<file path="src/inc/clk_switch_pkg.sv">
// Purpose: Shared constants and types of the system clock source switch.
// Assumes: Core clock of 100 MHz; register data is eight bits wide.
// Notes:   Delay times are kept in nanoseconds and turned into cycles here.
package clk_switch_pkg;
  localparam int CLK_PERIOD_NS    = 10;
  localparam int OST_CYCLES       = 1024;
  localparam int INT_START_NS     = 2000;
  localparam int INT_START_CYCLES =
    (INT_START_NS + CLK_PERIOD_NS - 1) / CLK_PERIOD_NS;
  localparam int WARM_NS          = 3000;
  localparam int WARM_CYCLES      =
    (WARM_NS + CLK_PERIOD_NS - 1) / CLK_PERIOD_NS;
  localparam int PLL_LOCK_NS      = 2000000;
  localparam int PLL_LOCK_CYCLES  =
    (PLL_LOCK_NS + CLK_PERIOD_NS - 1) / CLK_PERIOD_NS;

  // Register offsets.
  localparam logic [1:0] OSC_CTRL_ADDR   = 2'h0;
  localparam logic [1:0] OSC_STAT_ADDR   = 2'h1;
  localparam logic [1:0] TIMER_CTRL_ADDR = 2'h2;

  // Field positions.
  localparam int SPLL_BIT     = 7;
  localparam int INTERNAL_FREQ_SELECT_LSB     = 3;
  localparam int SCS_LSB      = 0;
  localparam int TOSC_EN_BIT  = 3;

  // Values after reset and field encodings.
  localparam logic [3:0] INTERNAL_FREQ_SELECT_RESET    = 4'h7;
  localparam logic [1:0] SCS_RESET     = 2'h0;
  localparam logic [3:0] INTERNAL_FREQ_SELECT_8MHZ     = 4'hE;
  localparam logic [1:0] SCS_CONFIG    = 2'h0;
  localparam logic [1:0] SCS_TIMER     = 2'h1;
  localparam logic [2:0] OSC_CFG_LP    = 3'h0;
  localparam logic [2:0] OSC_CFG_XT    = 3'h1;
  localparam logic [2:0] OSC_CFG_HS    = 3'h2;
  localparam logic [2:0] OSC_CFG_INT   = 3'h4;
  localparam logic [2:0] OSC_CFG_RESET = 3'h4;

  typedef enum logic [2:0] {
    src_none, src_ext, src_timer, src_hf, src_mf, src_lf
  } src_e;

  typedef enum logic [2:0] {
    sw_idle, sw_wait_ready, sw_wait_fall, sw_hold_low, sw_update
  } sw_state_e;
endpackage

</file>
<file path="src/logic/system_clock_source_switch.sv">
// Purpose: Selects the system clock source and switches it without glitches.
// Assumes: Oscillators arrive as free levels from other domains; config
//          straps, power-up and sleep events come from logic on clk.
// Notes:   The switched clock is a sampled copy, good for sequencing only.

// Notes on behaviour
// - Config PLL bit forces the PLL on; plain 8 MHz vanishes.
// - A powered-down internal oscillator runs a start-up delay before use.
// - Wait for falling edge of old clock, hold low, take new at rise.
// - Oscillator status updates after the new clock is active.
// - Frequency change within the same source takes effect with no delay.
// - Select 00 config source, 01 timer oscillator, 1x internal block.
// - Every reset clears the clock source select field.
// - Automatic switches leave the clock source select field untouched.
// - Timeout status is one on the configured external source, else zero.
// - Startup timer result ignores timer oscillator readiness.
// - Timer oscillator runs only while its enable bit is set.
// - Crystal modes count 1024 oscillator cycles before use.
// - Two-speed start-up is off outside the three crystal modes.
// - Two-speed runs internal, then after 1024 cycles moves to external.
// - Sleep aborts start-up counting and leaves timeout status clear.
// - Two-speed needs enable strap, select 00 and crystal config.
// - Two-speed begins after power-up timer expiry or wake from sleep.
// - Internal oscillator after sleep or reset waits a warm-up delay unless the PLL is on.
// - Crystal after sleep needs 1024 counted cycles; the timer oscillator count survives sleep.
// - Soft PLL bit only matters while the config PLL bit is zero.
module system_clock_source_switch
  import clk_switch_pkg::*;
#(
  parameter int PLL_LOCK = clk_switch_pkg::PLL_LOCK_CYCLES,
  parameter int INT_START = clk_switch_pkg::INT_START_CYCLES,
  parameter int WARM = clk_switch_pkg::WARM_CYCLES
) (
  // Clock and reset
  input  wire logic                        clk,
  input  wire logic                        arst_n,
  // Register port
  input  wire logic [1:0]                  reg_addr,
  input  wire logic [7:0]                  reg_wdata,
  input  wire logic                        reg_wr,
  input  wire logic                        reg_rd,
  output logic      [7:0]                  reg_rdata,
  // Configuration straps
  input  wire logic [2:0]                  system_oscillator_config,
  input  wire logic                        config_pll_enable,
  input  wire logic                        two_speed_enable,
  // Power events
  input  wire logic                        powerup_done,
  input  wire logic                        sleep_enter,
  input  wire logic                        wake_event,
  // Oscillator levels
  input  wire logic                        ext_osc_in,
  input  wire logic                        timer_osc_in,
  input  wire logic                        hf_osc_in,
  input  wire logic                        mf_osc_in,
  input  wire logic                        lf_osc_in,
  // Clock and oscillator control
  output logic                             sys_clk_out,
  output clk_switch_pkg::src_e             active_source,
  output logic      [3:0]                  active_freq_select,
  output logic                             pll_engaged,
  output logic                             timer_osc_run,
  output logic      [2:0]                  int_osc_enable,
  output logic                             switch_busy
);
  import clk_switch_pkg::*;

  function automatic src_e freq_source(input logic [3:0] f);
    if (f[3]) return src_hf;
    else if (f[3:1] == 3'h0) return src_lf;
    else if (f == 4'h3) return src_hf;
    else return src_mf;
  endfunction

  function automatic logic is_crystal(input logic [2:0] c);
    return (c == OSC_CFG_LP) || (c == OSC_CFG_XT) || (c == OSC_CFG_HS);
  endfunction

  // Software state.
  logic       soft_pll_enable;
  logic [3:0] internal_freq_select;
  logic [1:0] clock_source_select;
  logic       timer_osc_enable;
  // Captured straps.
  logic       strap_taken;
  logic [2:0] osc_cfg;
  logic       pll_cfg;
  logic       tss_cfg_bit;
  // Power state.
  logic       powered_up;
  logic       asleep;
  logic       awake_d;
  logic       warm_mode;
  // Oscillator sampling.
  logic [4:0] osc_raw;
  logic [4:0] osc_s1;
  logic [4:0] osc_s2;
  logic [4:0] osc_s3;
  // Counters.
  logic [10:0] ost_cnt;
  logic [10:0] tost_cnt;
  logic [17:0] pll_cnt;
  logic [17:0] int_cnt [3];
  // Switch state.
  sw_state_e  state;
  sw_state_e  next_state;
  src_e       active_src;
  src_e       next_active;
  src_e       pending;
  src_e       next_pending;
  src_e       target;
  logic       startup_timeout_status;
  logic [2:0] stat_osc;

  assign osc_raw = {lf_osc_in, mf_osc_in, hf_osc_in, timer_osc_in, ext_osc_in};

  // Each oscillator is sampled twice before any edge logic sees it.
  genvar g;
  generate
    for (g = 0; g < 5; g++) begin : g_sync
      always_ff @(posedge clk or negedge arst_n) begin
        if (!arst_n) begin
          osc_s1[g] <= 1'b0;
          osc_s2[g] <= 1'b0;
          osc_s3[g] <= 1'b0;
        end else begin
          osc_s1[g] <= osc_raw[g];
          osc_s2[g] <= osc_s1[g];
          osc_s3[g] <= osc_s2[g];
        end
      end
    end
  endgenerate

  // Index 0 stands for no source: level low, edges immediate.
  wire [5:0] lvl  = {osc_s2, 1'b0};
  wire [5:0] rise = {osc_s2 & ~osc_s3, 1'b1};
  wire [5:0] fall = {~osc_s2 & osc_s3, 1'b1};

  wire awake      = powered_up && !asleep;
  wire crystal    = is_crystal(osc_cfg);
  wire scs_config = (clock_source_select == SCS_CONFIG);
  // Startup timer counts only external edges; timer readiness is apart.
  wire ost_done   = (ost_cnt == 11'(OST_CYCLES));
  wire tost_done  = (tost_cnt == 11'(OST_CYCLES));
  wire pll_on     = pll_cfg || soft_pll_enable;
  wire pll_ready  = pll_on && (pll_cnt == 18'(PLL_LOCK));
  wire pll_wanted = pll_on && (internal_freq_select == INTERNAL_FREQ_SELECT_8MHZ);
  wire two_speed  = tss_cfg_bit && scs_config && crystal;
  wire ext_ready  = !crystal || ost_done;
  wire timer_ready_flag = !timer_osc_enable || tost_done;
  wire [2:0] int_rdy;
  // Warm-up is owed only after reset or sleep, and not while the PLL runs.
  wire [17:0] int_limit = (warm_mode && !pll_on) ? 18'(WARM)
                                                 : 18'(INT_START);
  src_e int_src;
  assign int_src = freq_source(internal_freq_select);

  // Target source from the select field; two-speed runs internal meanwhile.
  always_comb begin
    target = src_none;
    if (awake) begin
      if (clock_source_select[1]) target = int_src;
      else if (clock_source_select == SCS_TIMER) target = src_timer;
      else if (osc_cfg == OSC_CFG_INT) target = int_src;
      else if (two_speed && !ost_done) target = int_src;
      else target = src_ext;
    end
  end

  wire [5:0] src_ready = {int_rdy[2], int_rdy[1],
                          int_rdy[0] && (!pll_wanted || pll_ready),
                          timer_osc_enable && tost_done, ext_ready, 1'b1};

  // Internal oscillators: powered while used, delayed after power-up.
  generate
    for (g = 0; g < 3; g++) begin : g_int
      wire src_e me = src_e'(3'(g + 3));
      wire powered = awake && ((active_src == me) || (target == me) ||
                               (pending == me));
      assign int_osc_enable[2 - g] = powered;
      assign int_rdy[g] = powered && (int_cnt[g] >= int_limit);
      always_ff @(posedge clk or negedge arst_n) begin
        if (!arst_n) int_cnt[g] <= 18'h0;
        else if (!powered) int_cnt[g] <= 18'h0;
        else if (int_cnt[g] < int_limit)
          int_cnt[g] <= int_cnt[g] + 18'h1;
      end
    end
  endgenerate

  // Switch sequencer.
  always_comb begin
    next_state   = state;
    next_active  = active_src;
    next_pending = pending;
    case (state)
      sw_idle: begin
        if (target != active_src) begin
          next_pending = target;
          next_state   = sw_wait_ready;
        end
      end
      sw_wait_ready: begin
        next_pending = target;
        if (target == active_src) next_state = sw_idle;
        else if (src_ready[target]) next_state = sw_wait_fall;
      end
      sw_wait_fall: begin
        if (fall[active_src]) next_state = sw_hold_low;
      end
      sw_hold_low: begin
        if (rise[pending]) begin
          next_active = pending;
          next_state  = sw_update;
        end
      end
      sw_update: next_state = sw_idle;
      default:   next_state = sw_idle;
    endcase
    // Sleep wins over a switch in flight; the next wake starts from no source.
    if (sleep_enter) begin
      next_state  = sw_idle;
      next_active = src_none;
    end
  end

  // Taken from the next state so the clock drops with the sequencer.
  wire hold_low = (next_state == sw_hold_low);

  always_ff @(posedge clk or negedge arst_n) begin
    if (!arst_n) begin
      state      <= sw_idle;
      active_src <= src_none;
      pending    <= src_none;
    end else begin
      state      <= next_state;
      active_src <= next_active;
      pending    <= next_pending;
    end
  end

  // Outside sleep the output shows no short pulse: low is held across the change; sleep drops it at once.
  always_ff @(posedge clk or negedge arst_n) begin
    if (!arst_n) sys_clk_out <= 1'b0;
    else sys_clk_out <= hold_low ? 1'b0 : lvl[next_active];
  end

  // Status follows the completed switch only.
  always_ff @(posedge clk or negedge arst_n) begin
    if (!arst_n) begin
      startup_timeout_status     <= 1'b0;
      stat_osc <= 3'h0;
    end else if (sleep_enter) begin
      startup_timeout_status     <= 1'b0;
      stat_osc <= 3'h0;
    end else if (state == sw_update) begin
      startup_timeout_status     <= (active_src == src_ext);
      stat_osc <= {int_rdy[0], int_rdy[1], int_rdy[2]};
    end
  end

  // Applied frequency moves at once when the source stays the same.
  always_ff @(posedge clk or negedge arst_n) begin
    if (!arst_n) active_freq_select <= INTERNAL_FREQ_SELECT_RESET;
    else if ((state == sw_update) ||
             ((state == sw_idle) && (target == active_src)))
      active_freq_select <= internal_freq_select;
  end

  // Startup timers.
  always_ff @(posedge clk or negedge arst_n) begin
    if (!arst_n) ost_cnt <= 11'h0;
    else if (sleep_enter || !awake || !scs_config || !crystal)
      ost_cnt <= 11'h0;
    else if (!ost_done && rise[1]) ost_cnt <= ost_cnt + 11'h1;
  end

  // Timer readiness keeps its own count; the crystal timer never waits on it.
  always_ff @(posedge clk or negedge arst_n) begin
    if (!arst_n) tost_cnt <= 11'h0;
    else if (!timer_osc_enable) tost_cnt <= 11'h0;
    else if (!tost_done && rise[2]) tost_cnt <= tost_cnt + 11'h1;
  end

  // Lock time restarts when the PLL goes off, so a quick toggle pays it again.
  always_ff @(posedge clk or negedge arst_n) begin
    if (!arst_n) pll_cnt <= 18'h0;
    else if (!pll_on) pll_cnt <= 18'h0;
    else if (pll_cnt != 18'(PLL_LOCK)) pll_cnt <= pll_cnt + 18'h1;
  end

  // Straps are caught on the first edge after reset release.
  always_ff @(posedge clk or negedge arst_n) begin
    if (!arst_n) begin
      strap_taken <= 1'b0;
      osc_cfg     <= OSC_CFG_RESET;
      pll_cfg     <= 1'b0;
      tss_cfg_bit <= 1'b0;
    end else if (!strap_taken) begin
      strap_taken <= 1'b1;
      osc_cfg     <= system_oscillator_config;
      pll_cfg     <= config_pll_enable;
      tss_cfg_bit <= two_speed_enable;
    end
  end

  // Power state; wake or power-up restarts with warm-up timing.
  // Sleep beats a wake in the same cycle, so a late wake cannot cancel it.
  always_ff @(posedge clk or negedge arst_n) begin
    if (!arst_n) begin
      powered_up <= 1'b0;
      asleep     <= 1'b0;
      awake_d    <= 1'b0;
      warm_mode  <= 1'b1;
    end else begin
      if (powerup_done) powered_up <= 1'b1;
      if (sleep_enter) asleep <= 1'b1;
      else if (wake_event) asleep <= 1'b0;
      awake_d <= awake;
      if (awake && !awake_d) warm_mode <= 1'b1;
      else if (state == sw_update) warm_mode <= 1'b0;
    end
  end

  // Register port.
  wire sel_ctrl  = (reg_addr == OSC_CTRL_ADDR);
  wire sel_stat  = (reg_addr == OSC_STAT_ADDR);
  wire sel_timer = (reg_addr == TIMER_CTRL_ADDR);

  always_ff @(posedge clk or negedge arst_n) begin
    if (!arst_n) begin
      soft_pll_enable      <= 1'b0;
      internal_freq_select <= INTERNAL_FREQ_SELECT_RESET;
      clock_source_select  <= SCS_RESET;
      timer_osc_enable     <= 1'b0;
    end else if (reg_wr && sel_ctrl) begin
      soft_pll_enable      <= reg_wdata[SPLL_BIT];
      internal_freq_select <= reg_wdata[INTERNAL_FREQ_SELECT_LSB +: 4];
      clock_source_select  <= reg_wdata[SCS_LSB +: 2];
    end else if (reg_wr && sel_timer) begin
      timer_osc_enable     <= reg_wdata[TOSC_EN_BIT];
    end
  end

  // The status index takes no writes: every status bit is owned by hardware.
  wire [7:0] ctrl_word  = {soft_pll_enable, internal_freq_select, 1'b0,
                           clock_source_select};
  wire [7:0] stat_word  = {timer_ready_flag, pll_ready, startup_timeout_status, stat_osc[2],
                           stat_osc[2], stat_osc[1], stat_osc[0],
                           stat_osc[2]};
  wire [7:0] timer_word = 8'(timer_osc_enable) << TOSC_EN_BIT;
  wire [7:0] read_mux   = sel_ctrl  ? ctrl_word  :
                          sel_stat  ? stat_word  :
                          sel_timer ? timer_word : 8'h00;

  always_ff @(posedge clk or negedge arst_n) begin
    if (!arst_n) reg_rdata <= 8'h00;
    else reg_rdata <= reg_rd ? read_mux : 8'h00;
  end

  // Outputs.
  assign active_source = active_src;
  // Engaged only once the applied select has caught up with software.
  assign pll_engaged   = pll_wanted && pll_ready &&
                         (active_src == src_hf) &&
                         (active_freq_select == INTERNAL_FREQ_SELECT_8MHZ);
  assign timer_osc_run = timer_osc_enable;
  assign switch_busy   = (state != sw_idle);
endmodule

</file>
<file path="config.mk">
export PLATFORM = sky130hd
export DESIGN_NAME = system_clock_source_switch
export DESIGN_NICKNAME = d
export VERILOG_FILES = /design/src/inc/clk_switch_pkg.sv /design/src/logic/system_clock_source_switch.sv
export SDC_FILE = /design/constraint.sdc
export NUM_CORES = 1
export LEC_CHECK = 0
export ABC_AREA = 1
export BUFFER_PORTS_ARGS = -buffer_cell sky130_fd_sc_hd__buf_2
export CORE_MARGIN = 10
export CORE_UTILIZATION = 35
export CTS_BUF_LIST = sky130_fd_sc_hd__clkbuf_8
export CTS_CLUSTER_SIZE = 30
export DETAILED_ROUTE_END_ITERATION = 6
export PLACE_DENSITY = 0.62
export SLEW_MARGIN = 0
export SYNTH_ARGS = -nofsm -noshare
export SYNTH_HDL_FRONTEND = slang
export SYNTH_SLANG_ARGS = --single-unit
</file>
<file path="constraint.sdc">
create_clock -name clk -period 9.92 [get_ports clk]
set_input_delay 1.488 -clock clk [delete_from_list [all_inputs] [get_ports clk]]
set_output_delay 1.488 -clock clk [all_outputs]
set_load 0.03 [all_outputs]
</file>
# Word level (Yosys, flattened, before mapping)
# Cells that the tools add are included.
[totals]
inputBits = 27
reg_bits = 153
out_inout_bits = 22
elab_cells = 215
[classes]
reduce_logical = 63
add_sub_neg = 6
mux = 54
order_cmp = 10
bitwise_logic = 5
n_eq_ne = 36
[ops]
columns = ["op", "count"]
rows = [
  ["18-bit 2-to-1 mux", 8],
  ["18-bit by 1-bit adder with 18-bit output (second input constant)", 4],
  ["3-bit 2-to-1 mux", 20],
  ["18-bit by 9-bit >= comparator with 1-bit output", 3],
  ["18-bit by 9-bit < comparator with 1-bit output", 3],
  ["11-bit 2-to-1 mux", 4],
  ["3-bit == test (second input constant)", 8],
  ["1-bit logical AND", 24],
  ["8-bit 2-to-1 mux", 3],
  ["11-bit by 1-bit adder with 11-bit output (second input constant)", 2],
  ["11-bit == test (second input constant)", 2],
  ["3-bit by 2-bit == test with 1-bit output (second input constant)", 7],
  ["18-bit == test (second input constant)", 1],
  ["18-bit != test (second input constant)", 1],
  ["1-bit logical OR", 16],
  ["3-bit by 4-bit < comparator with 1-bit output (second input constant)", 4],
  ["1-bit binary-select mux with 3-bit select", 4],
  ["3-bit one-hot mux with 4 select lines", 1],
  ["1-bit 2-to-1 mux", 11],
  ["5-bit AND", 2],
  ["1-bit zero test", 10],
  ["2-bit by 1-bit != test with 1-bit output (second input constant)", 5],
  ["5-bit NOT", 2],
  ["2-bit nonzero test", 5],
  ["other kinds (16)", 24],
]

# Logic depth before layout (Yosys ltp)
[logic_depth]
depth_word = 24
mapped_depth = 22
depth_no_buf = 20

# Least setup slack after synthesis
# OpenSTA, ideal clock, no wires.
[synth_timing]
kind = "flip-flop to output port"
startpoint = "register pll_cnt[0]"
endpoint = "output pll_engaged"
slack_ps = 6485
path_buffers = 0
required_time_ps = 8432
arrival_ps = 1947
stages_incl_launch_ff = 7
cell_sequence = "dfrtp_1 inv_1 ha_1 nand2_1 nor3_1 nand3_1 nor4_1"
[synth_between]
elab_chain_len = 5
[synth_lines]
columns = ["item", "line", "text"]
rows = [
  ["from (decl)", "system_clock_source_switch.sv:102", "logic [17:0] pll_cnt;"],
  ["from (signal assigned)", "system_clock_source_switch.sv:290", "else if (pll_cnt != 18'(PLL_LOCK)) pll_cnt <= pll_cnt + 18'h1;"],
  ["18-bit == test", "system_clock_source_switch.sv:147", "wire pll_ready = pll_on && (pll_cnt == 18'(PLL_LOCK));"],
  ["1-bit logical AND", "system_clock_source_switch.sv:147", ""],
  ["1-bit logical AND (2 in series)", "system_clock_source_switch.sv:365", "assign pll_engaged = pll_wanted && pll_ready &&"],
  ["1-bit logical AND", "system_clock_source_switch.sv:366", "(active_src == src_hf) &&"],
  ["to (decl)", "system_clock_source_switch.sv:61", "output logic pll_engaged,"],
]
# No other way between the ends.

# Worst setup path in the final report
[layout_timing]
startpoint = "register ost_cnt[0]"
endpoint = "output int_osc_enable[1]"
[layout_between]
elab_chain_len = 12
[layout_lines]
columns = ["item", "line", "text"]
rows = [
  ["from (decl)", "system_clock_source_switch.sv:100", "logic [10:0] ost_cnt;"],
  ["from (signal assigned)", "system_clock_source_switch.sv:276", "else if (!ost_done && rise[1]) ost_cnt <= ost_cnt + 11'h1;"],
  ["11-bit == test", "system_clock_source_switch.sv:144", "wire ost_done = (ost_cnt == 11'(OST_CYCLES));"],
  ["1-bit zero test", "system_clock_source_switch.sv:166", "else if (two_speed && !ost_done) target = int_src;"],
  ["1-bit logical AND", "system_clock_source_switch.sv:166", ""],
  ["3-bit 2-to-1 mux", "system_clock_source_switch.sv:166", ""],
  ["3-bit 2-to-1 mux", "system_clock_source_switch.sv:165", "else if (osc_cfg == OSC_CFG_INT) target = int_src;"],
  ["3-bit 2-to-1 mux", "system_clock_source_switch.sv:164", "else if (clock_source_select == SCS_TIMER) target = src_timer;"],
  ["3-bit 2-to-1 mux", "system_clock_source_switch.sv:163", "if (clock_source_select[1]) target = int_src;"],
  ["3-bit 2-to-1 mux", "system_clock_source_switch.sv:162", "if (awake) begin"],
  ["3-bit == test", "system_clock_source_switch.sv:179", "wire powered = awake && ((active_src == me) || (target == me) ||"],
  ["1-bit logical OR (2 in series)", "system_clock_source_switch.sv:179", ""],
  ["1-bit logical AND", "system_clock_source_switch.sv:179", ""],
  ["to (decl)", "system_clock_source_switch.sv:63", "output logic [2:0] int_osc_enable,"],
]
# No other way between the ends.

==> flow_metrics.tcl <==
set metrics [dict create \
    global_route.usage.total_pct 12.0 \
    finalWorstPathRequiredPeriod_ns 4.13 \
    clock_insertion_delay_worst_skew_ns 0.45 \
    fin_crit_sh_pct 41.6 \
    cp-end-kind "output port" \
    width_of_the_die_um 168 \
    hold_viol 0 \
    grt_setup_unrepaired "no" \
    clkSinkCount 153 \
    worst-endpoint-arrival_ns 2.64 \
    netlist-cell-type-count 52 \
    residual_drc_count 0 \
    routed_wl_mm 16.1 \
    slew_headroom_pct 34.2 \
    first_pass_grt_wire_length_mm 28.3 \
    floorplan.die_area_um2 28300 \
    synth_top_cells_by_area "sky130_fd_sc_hd__dfrtp_1 (47%), sky130_fd_sc_hd__inv_1 (6.7%), sky130_fd_sc_hd__nand2_1 (6.5%)" \
    postLayoutCellArea_um2 8640 \
    ys.flop_type "sky130_fd_sc_hd__dfrtp_1" \
    antenna_violating_nets_post_route 0 \
    yosysSeqAreaShare_pct 49.9 \
    initial_utilization_pct 35.4 \
    fin_ws_ns 5.79 \
    antenna_cells_inserted 0 \
    flow.area_growth_from_synthesis_pct 12.3 \
    fin_tns_setup_ns 0 \
    postSynthAreaPerCell_um2 8.49 \
    clk_pin_slew_ns 0.09 \
    post_cts.resized_instances 0 \
    nFillCells 2224 \
    crit_path_max_fanout 16 \
    grt_start_max_net_pins 80 \
    final_weighted_congestion_in_routability_driven_placement 0.844 \
    worstHoldStart "osc_s1[2]$_DFF_PN0_" \
    fmaxAchievable_ghz 0.242 \
    synth_common_cells "sky130_fd_sc_hd__dfrtp_1 (145), sky130_fd_sc_hd__inv_1 (137), sky130_fd_sc_hd__nand2_1 (134), sky130_fd_sc_hd__nor2_1 (122), sky130_fd_sc_hd__a21oi_1 (57)" \
    synthesis.nets 960 \
    timing.hold.worst_path_depth 0 \
    clock_buffer_depth 2 \
    crit-reg2reg-launch "pll_cfg$_DFFE_PN0N_" \
    detailedPlace.worstSlack_ns 6.15 \
    netlist_instances 906 \
    synthesis.yosys.warnings 0 \
    most_frequently_used_cell_type_in_the_post_synthesis_netlist "sky130_fd_sc_hd__dfrtp_1" \
    io_pins 49 \
    hold_path.class "flip-flop to flip-flop" \
    ys_ff_latch 153 \
    drt_pre_antenna_iters 4 \
    r2r_end "sys_clk_out$_DFF_PN0_" \
    layout-drive-gt1-share_pct 15.0 \
    holdPathEnd "lvl[3]$_DFF_PN0_" \
    status "complete, no violations" \
    cts_max_level 4 \
    fp-row-count 54 \
    drtIter0Drc 377 \
    ctsHoldBuffers 0 \
    power_density_nw_per_um2 165 \
    max-cap-violations 0 \
    die_height_um 168 \
    layout.cells.non_filler 1254 \
    post_drt_via_cell_ratio 4.73 \
    critPathLaunchType "flip-flop" \
    floorplan.core_area_um2 21800 \
    final_net_count 1015 \
    final_max_slew_viol_count 0 \
    tritoncts_clock_tree "built" \
    synth_area_leader_cell "sky130_fd_sc_hd__dfrtp_1" \
    synth_area_um2 7690 \
    number_of_global_route_vias_before_repair 5889 \
    cts_made_buffers 17 \
    worst_path_class_setup "flip-flop to output port" \
    tightest_slew_ns 0.987 \
    final.setup_skew_ns 0.0210 \
    p_leak_nw 3.98 \
    port_buffers 47 \
    synthDominantCellAreaShare_pct 47.2 \
    setup_viol_count_final 0 \
    vias 5930 \
    asyncSetResetFlopFracSynth_pct 100 \
    synth_enable_flop_cells 0 \
    dr_wl_cell_um 12.8 \
    setup.reg_to_reg.worst_slack_ns 6.15 \
    place_area_um2 8230 \
    antenna_found_initial 0 \
    place_hpwl_mm 11.9 \
    remaining_overflow_grt 0 \
    placed_cells 1222 \
    reg2reg_depth 20 \
    peakVddDrop_mv 0.0821 \
    clk_root_buf "sky130_fd_sc_hd__clkbuf_8" \
    total_power_mw 1.42 \
    cts_setup_buffers 0 \
    crit_required_ns 8.43 \
]
[power by group]
group | internal, mW | switching, mW | total, mW
Combinational | 0.0717 | 0.168 | 0.240
Sequential | 0.665 | 0.0312 | 0.696
Clock | 0.253 | 0.234 | 0.487
Total | 0.989 | 0.433 | 1.42
[state kept, by name (all words and copies together), names as in the netlist, 4 cells and up]
register	flops
pll_cnt	18
internal_freq_select	4
osc_s1	5
int_cnt	54
osc_s3	5
active_freq_select	4
ost_cnt	11
reg_rdata	8
lvl	5
tost_cnt	11
[layout by cell type, fill, tap and decap left out, types with 2 or more instances in the layout]
cell / synthesis / layout
sky130_fd_sc_hd__a21oi_2: 2 / 2
sky130_fd_sc_hd__nor3_1: 25 / 25
sky130_fd_sc_hd__bufinv_16: 0 / 3
sky130_fd_sc_hd__o21ai_0: 43 / 43
sky130_fd_sc_hd__mux2_2: 6 / 6
sky130_fd_sc_hd__xor2_1: 8 / 8
sky130_fd_sc_hd__a21oi_1: 57 / 57
sky130_fd_sc_hd__o22ai_1: 5 / 5
sky130_fd_sc_hd__nor4_1: 8 / 8
sky130_fd_sc_hd__nor2_4: 3 / 3
sky130_fd_sc_hd__inv_1: 137 / 141
sky130_fd_sc_hd__buf_2: 3 / 46
sky130_fd_sc_hd__nand2_4: 6 / 6
sky130_fd_sc_hd__nand2_2: 8 / 8
sky130_fd_sc_hd__nor2_2: 10 / 10
sky130_fd_sc_hd__o21ai_2: 3 / 3
sky130_fd_sc_hd__nand3_1: 55 / 55
sky130_fd_sc_hd__inv_2: 8 / 8
sky130_fd_sc_hd__clkbuf_8: 0 / 18
sky130_fd_sc_hd__buf_4: 4 / 2
sky130_fd_sc_hd__dfstp_2: 8 / 8
sky130_fd_sc_hd__nor2_1: 122 / 122
sky130_fd_sc_hd__a21o_1: 2 / 2
sky130_fd_sc_hd__a31oi_1: 4 / 4
sky130_fd_sc_hd__nand4_1: 15 / 15
sky130_fd_sc_hd__dfrtp_1: 145 / 145
sky130_fd_sc_hd__nand3_2: 3 / 3
sky130_fd_sc_hd__o21ai_1: 7 / 7
sky130_fd_sc_hd__clkinvlp_4: 0 / 3
sky130_fd_sc_hd__nand2_1: 134 / 134
sky130_fd_sc_hd__nor3b_1: 5 / 5
sky130_fd_sc_hd__nor4_2: 2 / 2
sky130_fd_sc_hd__inv_6: 0 / 2
sky130_fd_sc_hd__o21a_1: 7 / 7
sky130_fd_sc_hd__nor3_2: 4 / 4
sky130_fd_sc_hd__a211oi_1: 3 / 3
sky130_fd_sc_hd__and3_1: 4 / 4
sky130_fd_sc_hd__ha_1: 27 / 27
[cell families after synthesis]
group           after synthesis  share of synthesized area (%)
xor+xnor                      9                           1.02
mux                           6                          0.878
flops                       153                           49.9
other cells                   1                         0.0488
simple gates                410                           25.3
compound gates              141                           10.5
buf+inv                     159                           8.00
fa+ha+maj                    27                           4.39
[layout make-up]
cell class              instances  area [um^2]  share of cell area (%)
flip-flops and latches        153         3840                    44.4
multi-input cells             594         3240                    37.5
inverters                     146          548                    6.35
well taps                     280          350                    4.06
repair buffers                 49          256                    2.97
clock buffers                  18          248                    2.87
clock inverters                14          159                    1.84
[worst max-delay path by stage]
stage | from | to | slack [ns] | cells after the start
CTS | ost_cnt[0]$_DFFE_PN0P_ | int_osc_enable[1] | 5.75 | 15
global route | ost_cnt[0]$_DFFE_PN0P_ | int_osc_enable[1] | 5.52 | 15
floorplan | pll_cnt[0]$_DFFE_PN0P_ | pll_engaged | 6.48 | 6
detailed placement | pll_cfg$_DFFE_PN0N_ | sys_clk_out$_DFF_PN0_ | 6.15 | 20
finish | ost_cnt[0]$_DFFE_PN0P_ | int_osc_enable[1] | 5.79 | 15
global placement | pll_cfg$_DFFE_PN0N_ | sys_clk_out$_DFF_PN0_ | 6.18 | 20
[stage by stage]
step | hold slack, ns | util [%]
after CTS | 0.335 | 39.7
after global routing | 0.351 | 39.7
final | 0.339 | 39.7
after floorplan | 0.331 | -
after global placement | 0.332 | 37.8
after detailed placement | 0.335 | 37.8
[per-layer routing]
layer  share of wire (%)  routed length [um]  up-vias  GRT usage, %
met1                  49                7840     2784          15.7
li1                    -                   -     3045             -
met5                   0                   0        -             0
met2                  46                7330       86          18.8
met4                 1.1                 184        0          3.22
met3                 4.4                 715       15          3.33
[worst max-delay path: stages, from the launching register on]
cell and delay (ns):
sky130_fd_sc_hd__dfrtp_1 0.39, sky130_fd_sc_hd__inv_1 0.11, sky130_fd_sc_hd__ha_1 0.15, sky130_fd_sc_hd__nand2_1 0.06
sky130_fd_sc_hd__nor2_2 0.11, sky130_fd_sc_hd__nand2_2 0.09, sky130_fd_sc_hd__nand2_2 0.09, sky130_fd_sc_hd__nand2_4 0.09
sky130_fd_sc_hd__nand2_4 0.10, sky130_fd_sc_hd__nand2_4 0.06, sky130_fd_sc_hd__a21oi_2 0.15, sky130_fd_sc_hd__nand2_1 0.08
sky130_fd_sc_hd__nand3_2 0.06, sky130_fd_sc_hd__nand2_2 0.20, sky130_fd_sc_hd__inv_2 0.20, sky130_fd_sc_hd__buf_2 0.23
Power figures use the tool's default switching activity.
